[src/tap_decode_map.vh]
// Instruction codes, register sizes and capture patterns for the test port decoder.
`ifndef TAP_DECODE_MAP_VH
`define TAP_DECODE_MAP_VH
`define IR_WIDTH          3
`define INSN_EXTEST       3'h0
`define INSN_IDCODE       3'h1
`define INSN_SAMPLE_Z     3'h2
`define INSN_RESERVED_A   3'h3
`define INSN_SAMPLE_PRE   3'h4
`define INSN_VENDOR       3'h5
`define INSN_RESERVED_B   3'h6
`define INSN_BYPASS       3'h7
`define IR_CAPTURE_LOW    2'h1
`define IR_CAPTURE_HIGH   1'h0
`define ID_WIDTH          32
`define ID_CODE_DEFAULT   32'h0000_0001
`define SEL_BSR           2'h0
`define SEL_ID            2'h1
`define SEL_BYPASS        2'h2
`define TAP_RESET         4'hF
`define TAP_IDLE          4'hC
`define TAP_SEL_DR        4'h7
`define TAP_CAP_DR        4'h6
`define TAP_SHIFT_DR      4'h2
`define TAP_EXIT1_DR      4'h1
`define TAP_PAUSE_DR      4'h3
`define TAP_EXIT2_DR      4'h0
`define TAP_UPD_DR        4'h5
`define TAP_SEL_IR        4'h4
`define TAP_CAP_IR        4'hE
`define TAP_SHIFT_IR      4'hA
`define TAP_EXIT1_IR      4'h9
`define TAP_PAUSE_IR      4'hB
`define TAP_EXIT2_IR      4'h8
`define TAP_UPD_IR        4'hD
`endif

[src/tap_state_machine.v]
// Test access port state sequencer stepped on each rising link-clock edge.
`timescale 1ns/1ps
`include "tap_decode_map.vh"
module tap_state_machine (
   input  wire       clk,
   input  wire       rst_n,
   input  wire       tck_rise,
   input  wire       tms,
   output reg  [3:0] state_reg
);
   reg [3:0] state_next;

   always @* begin
      state_next = state_reg;
      if (tck_rise) begin
         case (state_reg)
            `TAP_RESET:    state_next = tms ? `TAP_RESET    : `TAP_IDLE;
            `TAP_IDLE:     state_next = tms ? `TAP_SEL_DR   : `TAP_IDLE;
            `TAP_SEL_DR:   state_next = tms ? `TAP_SEL_IR   : `TAP_CAP_DR;
            `TAP_CAP_DR:   state_next = tms ? `TAP_EXIT1_DR : `TAP_SHIFT_DR;
            `TAP_SHIFT_DR: state_next = tms ? `TAP_EXIT1_DR : `TAP_SHIFT_DR;
            `TAP_EXIT1_DR: state_next = tms ? `TAP_UPD_DR   : `TAP_PAUSE_DR;
            `TAP_PAUSE_DR: state_next = tms ? `TAP_EXIT2_DR : `TAP_PAUSE_DR;
            `TAP_EXIT2_DR: state_next = tms ? `TAP_UPD_DR   : `TAP_SHIFT_DR;
            `TAP_UPD_DR:   state_next = tms ? `TAP_SEL_DR   : `TAP_IDLE;
            `TAP_SEL_IR:   state_next = tms ? `TAP_RESET    : `TAP_CAP_IR;
            `TAP_CAP_IR:   state_next = tms ? `TAP_EXIT1_IR : `TAP_SHIFT_IR;
            `TAP_SHIFT_IR: state_next = tms ? `TAP_EXIT1_IR : `TAP_SHIFT_IR;
            `TAP_EXIT1_IR: state_next = tms ? `TAP_UPD_IR   : `TAP_PAUSE_IR;
            `TAP_PAUSE_IR: state_next = tms ? `TAP_EXIT2_IR : `TAP_PAUSE_IR;
            `TAP_EXIT2_IR: state_next = tms ? `TAP_UPD_IR   : `TAP_SHIFT_IR;
            `TAP_UPD_IR:   state_next = tms ? `TAP_SEL_DR   : `TAP_IDLE;
            default:       state_next = `TAP_RESET;
         endcase
      end
   end

   always @(posedge clk or negedge rst_n) begin
      if (!rst_n) begin
         state_reg <= `TAP_RESET;
      end else begin
         state_reg <= state_next;
      end
   end
endmodule // tap_state_machine

[src/jtag_instruction_decode.v]
// Instruction register, decode and serial data path of the memory's test access port.
// How it works
// - Code 000 routes the boundary scan chain between the serial input and output.
// - Code 001 loads the fixed identification word at capture and shifts it out.
// - Code 010 samples the pins into the boundary chain, shifts it and floats all memory outputs.
// - Reserved codes 011 and 110 behave exactly like bypass.
// - Code 100 samples the pins into the boundary chain and shifts it, outputs left alone.
// - Code 111 places the one-bit bypass stage in the serial path.
// - Identification is the active instruction after reset and in the test-logic-reset state.
// - Codes are binary, most significant bit on the left, shifted in least significant first.
// - The instruction register is three bits and instructions are three bits long.
// - Capture of the instruction register loads 01 into its two low bits.
// - A shifted instruction becomes active only at the update step.
// - Bypass is a single flip-flop giving one stage of delay.
`timescale 1ns/1ps
`include "tap_decode_map.vh"
module jtag_instruction_decode #(
   parameter          BSR_WIDTH = 8,
   parameter [31:0]   ID_CODE   = `ID_CODE_DEFAULT
) (
   input  wire                 ref_clk,
   input  wire                 rst_n,
   input  wire                 tck,
   input  wire                 tms,
   input  wire                 tdi,
   output reg                  tdo,
   output reg                  tdo_oe,
   input  wire [BSR_WIDTH-1:0] io_ring,
   output reg  [BSR_WIDTH-1:0] bsr_update,
   output reg                  extest_drive,
   output reg                  outputs_hiz,
   output reg  [2:0]           active_insn
);
   // ID_CODE is arbitrary; replace with the product's own code.
   reg [1:0] rst_sync_reg;
   wire      rst_core_n = rst_sync_reg[1];
   reg [2:0] tck_sync_reg;
   reg [1:0] tms_sync_reg;
   reg [1:0] tdi_sync_reg;
   reg [BSR_WIDTH-1:0] ring_sync1_reg;
   reg [BSR_WIDTH-1:0] ring_sync2_reg;
   wire [3:0] state;
   reg [`IR_WIDTH-1:0] ir_shift_reg;
   reg [`ID_WIDTH-1:0] id_shift_reg;
   reg [BSR_WIDTH-1:0] bsr_shift_reg;
   reg                 bypass_reg;

   // Link-clock edges are seen about three reference cycles after the pin moves.
   // The low phase lasts at least four reference cycles, so the serial output settles in time.
   wire tck_rise = tck_sync_reg[1] & ~tck_sync_reg[2];
   wire tck_fall = ~tck_sync_reg[1] & tck_sync_reg[2];
   wire tms_s    = tms_sync_reg[1];
   wire tdi_s    = tdi_sync_reg[1];

   // Codes without a scan register of their own fall back to the bypass stage.
   function [1:0] data_select;
      input [2:0] code;
      begin
         case (code)
            `INSN_EXTEST:     data_select = `SEL_BSR;
            `INSN_IDCODE:     data_select = `SEL_ID;
            `INSN_SAMPLE_Z:   data_select = `SEL_BSR;
            `INSN_SAMPLE_PRE: data_select = `SEL_BSR;
            `INSN_RESERVED_A: data_select = `SEL_BYPASS;
            `INSN_RESERVED_B: data_select = `SEL_BYPASS;
            `INSN_VENDOR:     data_select = `SEL_BYPASS;
            `INSN_BYPASS:     data_select = `SEL_BYPASS;
            default:          data_select = `SEL_BYPASS;
         endcase
      end
   endfunction

   wire [1:0] sel = data_select(active_insn);

   // Reset takes effect at once but leaves through two flops so every register wakes together.
   always @(posedge ref_clk or negedge rst_n) begin
      if (!rst_n) begin
         rst_sync_reg <= 2'h0;
      end else begin
         rst_sync_reg <= {rst_sync_reg[0], 1'b1};
      end
   end

   // Link pins cross into the reference clock through two flops before use.
   always @(posedge ref_clk or negedge rst_core_n) begin
      if (!rst_core_n) begin
         tck_sync_reg <= 3'h0;
         tms_sync_reg <= 2'h3;
         tdi_sync_reg <= 2'h0;
      end else begin
         tck_sync_reg <= {tck_sync_reg[1:0], tck};
         tms_sync_reg <= {tms_sync_reg[0], tms};
         tdi_sync_reg <= {tdi_sync_reg[0], tdi};
      end
   end

   // The pin ring also passes two flops; the memory clock is unrelated to the link clock.
   always @(posedge ref_clk or negedge rst_core_n) begin
      if (!rst_core_n) begin
         ring_sync1_reg <= {BSR_WIDTH{1'b0}};
         ring_sync2_reg <= {BSR_WIDTH{1'b0}};
      end else begin
         ring_sync1_reg <= io_ring;
         ring_sync2_reg <= ring_sync1_reg;
      end
   end

   // The sequencer steps once per detected rising edge of the link clock.
   tap_state_machine u_tap (
      .clk       (ref_clk),
      .rst_n     (rst_core_n),
      .tck_rise  (tck_rise),
      .tms       (tms_s),
      .state_reg (state)
   );

   // Serial registers act on rising link-clock edges.
   always @(posedge ref_clk or negedge rst_core_n) begin
      if (!rst_core_n) begin
         ir_shift_reg <= {`IR_WIDTH{1'b0}};
      end else if (tck_rise) begin
         if (state == `TAP_CAP_IR) begin
            ir_shift_reg <= {`IR_CAPTURE_HIGH, `IR_CAPTURE_LOW};
         end else if (state == `TAP_SHIFT_IR) begin
            ir_shift_reg <= {tdi_s, ir_shift_reg[`IR_WIDTH-1:1]};
         end
      end
   end

   always @(posedge ref_clk or negedge rst_core_n) begin
      if (!rst_core_n) begin
         id_shift_reg <= {`ID_WIDTH{1'b0}};
      end else if (tck_rise && sel == `SEL_ID) begin
         if (state == `TAP_CAP_DR) begin
            id_shift_reg <= ID_CODE;
         end else if (state == `TAP_SHIFT_DR) begin
            id_shift_reg <= {tdi_s, id_shift_reg[`ID_WIDTH-1:1]};
         end
      end
   end

   always @(posedge ref_clk or negedge rst_core_n) begin
      if (!rst_core_n) begin
         bsr_shift_reg <= {BSR_WIDTH{1'b0}};
      end else if (tck_rise && sel == `SEL_BSR) begin
         if (state == `TAP_CAP_DR) begin
            bsr_shift_reg <= ring_sync2_reg;
         end else if (state == `TAP_SHIFT_DR) begin
            bsr_shift_reg <= {tdi_s, bsr_shift_reg[BSR_WIDTH-1:1]};
         end
      end
   end

   always @(posedge ref_clk or negedge rst_core_n) begin
      if (!rst_core_n) begin
         bypass_reg <= 1'b0;
      end else if (tck_rise) begin
         if (state == `TAP_CAP_DR) begin
            bypass_reg <= 1'b0;
         end else if (state == `TAP_SHIFT_DR && sel == `SEL_BYPASS) begin
            bypass_reg <= tdi_s;
         end
      end
   end

   // Test-logic-reset wins over an update, which waits for a falling link-clock edge.
   always @(posedge ref_clk or negedge rst_core_n) begin
      if (!rst_core_n) begin
         active_insn <= `INSN_IDCODE;
      end else if (state == `TAP_RESET) begin
         active_insn <= `INSN_IDCODE;
      end else if (tck_fall && state == `TAP_UPD_IR) begin
         active_insn <= ir_shift_reg;
      end
   end

   always @(posedge ref_clk or negedge rst_core_n) begin
      if (!rst_core_n) begin
         bsr_update <= {BSR_WIDTH{1'b0}};
      end else if (tck_fall && state == `TAP_UPD_DR && sel == `SEL_BSR) begin
         bsr_update <= bsr_shift_reg;
      end
   end

   always @(posedge ref_clk or negedge rst_core_n) begin
      if (!rst_core_n) begin
         extest_drive <= 1'b0;
      end else begin
         extest_drive <= (active_insn == `INSN_EXTEST);
      end
   end

   always @(posedge ref_clk or negedge rst_core_n) begin
      if (!rst_core_n) begin
         outputs_hiz <= 1'b0;
      end else begin
         outputs_hiz <= (active_insn == `INSN_SAMPLE_Z);
      end
   end

   always @(posedge ref_clk or negedge rst_core_n) begin
      if (!rst_core_n) begin
         tdo_oe <= 1'b0;
      end else if (tck_fall) begin
         tdo_oe <= (state == `TAP_SHIFT_IR) || (state == `TAP_SHIFT_DR);
      end
   end

   // The serial output changes only on falling link-clock edges.
   always @(posedge ref_clk or negedge rst_core_n) begin
      if (!rst_core_n) begin
         tdo <= 1'b0;
      end else if (tck_fall) begin
         if (state == `TAP_SHIFT_IR) begin
            tdo <= ir_shift_reg[0];
         end else begin
            case (sel)
               `SEL_ID:  tdo <= id_shift_reg[0];
               `SEL_BSR: tdo <= bsr_shift_reg[0];
               default:  tdo <= bypass_reg;
            endcase
         end
      end
   end
endmodule // jtag_instruction_decode

[config.mk]
export PLATFORM = sky130hd
export DESIGN_NAME = jtag_instruction_decode
export DESIGN_NICKNAME = d
export VERILOG_FILES = /design/src/tap_state_machine.v /design/src/jtag_instruction_decode.v
export VERILOG_INCLUDE_DIRS = /design/src
export SDC_FILE = /design/constraint.sdc
export NUM_CORES = 1
export LEC_CHECK = 0
export BUFFER_PORTS_ARGS = -buffer_cell sky130_fd_sc_hd__buf_2
export CAP_MARGIN = 20
export CORE_MARGIN = 2
export CORE_UTILIZATION = 53
export CTS_CLUSTER_DIAMETER = 40
export DETAILED_ROUTE_END_ITERATION = 7
export GPL_TIMING_DRIVEN = 0
export PLACE_DENSITY = 0.8
export SLEW_MARGIN = 20
export SYNTH_ARGS = -nofsm -noshare
export SYNTH_HDL_FRONTEND = slang
export SYNTH_HIERARCHICAL = 1
export SYNTH_SLANG_ARGS = --single-unit
[constraint.sdc]
create_clock -name ref_clk -period 2.6 [get_ports ref_clk]
set_input_delay 0.26 -clock ref_clk [delete_from_list [all_inputs] [get_ports ref_clk]]
set_output_delay 0.26 -clock ref_clk [all_outputs]
set_load 0.01 [all_outputs]
==> run metrics <==
status=complete, no violations; grt ovf=0; Worst slew margin=0.660; Cell Area, Synth=0.00362 mm²; die area=0.00751 mm²; Peak Freq=480 MHz; Worst path depth=5; WL/cell=13.4 µm; most common cell after layout, fill and taps aside=dfrtp_1; Port Buffers=27; fin crit period=about 2.1 ns; first-pass GRT wire length=9740 µm; post-synth cell types=39; Pre-antenna DRT Iters=4; Mapped Avg Cell Area=12.8 µm²; Placed Cells=391; crit start category=register; Critical Path Max Stage Delay=0.60 ns; worst vdd ir=0.000471 V; Detailed Route Iter0 Violations=158; CP max FO=10; die extent in x=approximately 87 µm; CTS HTree Levels=3; Via density=5.23; dpl ws=0.521 ns; post-CTS sizing=0; Clock Skew=0.00665 ns; CTS Buffer Depth=2; Critical R2R Capture=bsr_shift_reg[3]$_DFFE_PN0P_; FP Rows=30; initial antenna violation count=0; Synth Flop Type=dfrtp_1; Async S/R FF share, synth=1.00; commonest cells after routing, fill and taps aside=80 x dfrtp_1, 35 x inv_1, 34 x nand2_1; Power Density=821 mW/mm²; clk_lat worst skew=0.35 ns; Num CTS Buffers=9; CP max-delay cell=dfstp_2; WL final=5640 µm; area leader, netlist=dfrtp_1; reg-to-reg startpoint=u_tap/state_reg[3]$_DFFE_PN1P_; R2R cell count=5; HP Class=input port to async pin; top cells by area, synth=dfrtp_1 56%, mux2i_1 8.8%, mux2_2 8.1%, dfstp_2 5.1%, inv_1 3.6%; Max Cap Viol=0; Inserted Diodes=0; register-to-register setup slack=0.52 ns; Area Overhead vs Synth=16.3%; clk root buf=clkbuf_8; share of layout cells above drive strength 1=0.289; worst path required time=between 2 and 3 ns; fin cells=419; Die Y=about 87 µm; Post-synth EDFFs=0; Slew Limit Fails=0; antenna viol nets, final=0; Tightest Pin Transition=between 0.5 and 0.6 ns; TritonCTS clock tree=done; nets@finish=roughly 350; RSZ-0062 raised after global routing=no; FF+latch count, synth=88; GRT Util Overall=0.168; DR vias=2191; Sink Count=88; Reg clk slew, reported paths=0.09 ns; final hold viol count=0; setup TNS=0 ns; share of the synthesized area in the top cell type=0.559; final worst-path cycle share=0.801; Gate Count Post-Synth=283; drt drc=0; max FFs per register=32; cell chain of the critical path=buf_2, nand4bb_4, buf_2, mux2_2, mux2_2; Ports=28; CP delay by family, top=multiplexers; vias in the first global route=2183; Lkg Pwr=0.00190 µW; final worst slack=between 0.5 and 0.6 ns; Crit Path Class=register to register; Final Setup Violations=0; core area=0.00672 mm²; effective utilization at floorplan=0.539; CP endpoint kind=register; Seq/Total Area, Yosys=0.610; Placer Congestion=0.786; yosys warns=6; Critical Path AT=2.33 ns; Syn Nets=296; largest net degree at the start of global routing=50; Buf/Inv on CP=2; DP HPWL=3740 µm
[layout make-up]
type / instances / area (µm²)
multi-input cells: 149 / 1200
fillers: 497 / 2510
flip-flops and latches: 88 / 2210
repair buffers: 40 / 283
plain buffers: 11 / 80.1
well taps: 80 / 100
clock inverters: 6 / 75.1
inverters: 35 / 131
clock buffers: 10 / 128
[repair_timing]
item                      4_1_cts  5_1_grt
hold endpoints to repair       13        0
hold buffers                   12        0
buffers inserted                0        0
[layer usage]
| metal | vias up | wire length [µm] | GRT usage |
|---|---|---|---|
| met5 | - | 0 | 0 |
| met1 | 1089 | 2680 | 0.226 |
| met3 | 9 | 163 | 0.0314 |
| met2 | 43 | 2680 | 0.260 |
| met4 | 0 | 119 | 0.0895 |
| li1 | 1050 | - | - |
[metrics by stage]
stage	power (µW)	hold slack (ns)	instance area, µm²	utilization
after global routing	3650	0.226	4210	0.627
final	3460	0.210	4210	0.627
after global placement	2470	0.0461	3860	0.574
after detailed placement	2510	0.0494	3890	0.579
after floorplan	2300	-0.0356	3620	-
after CTS	3490	0.197	4210	0.627
[power by group]
part	switching (µW)	internal (µW)	total (µW)
Clock	501	461	962
Combinational	342	380	722
Sequential	195	1580	1770
[how the worst max path moves through the flow]
stage | from | endpoint | slack [ns]
after floorplan | u_tap/state_reg[3]$_DFFE_PN1P_ | bsr_shift_reg[2]$_DFFE_PN0P_ | 0.73
after global placement | u_tap/state_reg[3]$_DFFE_PN1P_ | bsr_shift_reg[2]$_DFFE_PN0P_ | 0.55
after detailed placement | u_tap/state_reg[2]$_DFFE_PN1P_ | bsr_update[1]$_DFFE_PN0P_ | 0.52
after CTS | u_tap/state_reg[3]$_DFFE_PN1P_ | bsr_shift_reg[3]$_DFFE_PN0P_ | 0.51
after global routing | u_tap/state_reg[3]$_DFFE_PN1P_ | bsr_shift_reg[2]$_DFFE_PN0P_ | 0.42
final | u_tap/state_reg[3]$_DFFE_PN1P_ | bsr_shift_reg[3]$_DFFE_PN0P_ | 0.52
[synthesized netlist by cell type (all sizes together) (2+ instances only)]
library cell / number
dfstp: 7
buf: 10
nor2: 6
a21oi: 5
nand2: 34
dfrtp: 81
nor3b: 3
nor2b: 6
inv: 35
nand2b: 2
nor4bb: 3
mux2: 29
o21ai: 8
or2: 2
mux2i: 32
nand4bb: 2
[kinds of logic (layout without fill, tap and decap cells)]
group           after synthesis  in the layout  share of synthesized area
flops                        88             88                      0.610
compound gates               24             24                     0.0483
fa+ha+maj                     1              1                    0.00276
mux                          61             61                      0.180
simple gates                 62             62                     0.0998
other cells                   1              1                    0.00103
buf+inv                      46            102                     0.0584
[worst register-to-register path: cells and delay by family, from the launching register on]
family	cells	cell delay [ns]
flops	1	0.60
mux	2	0.63
buf+inv	2	0.53
simple gates	1	0.23
No activity file was read; power rests on OpenSTA's default activity.
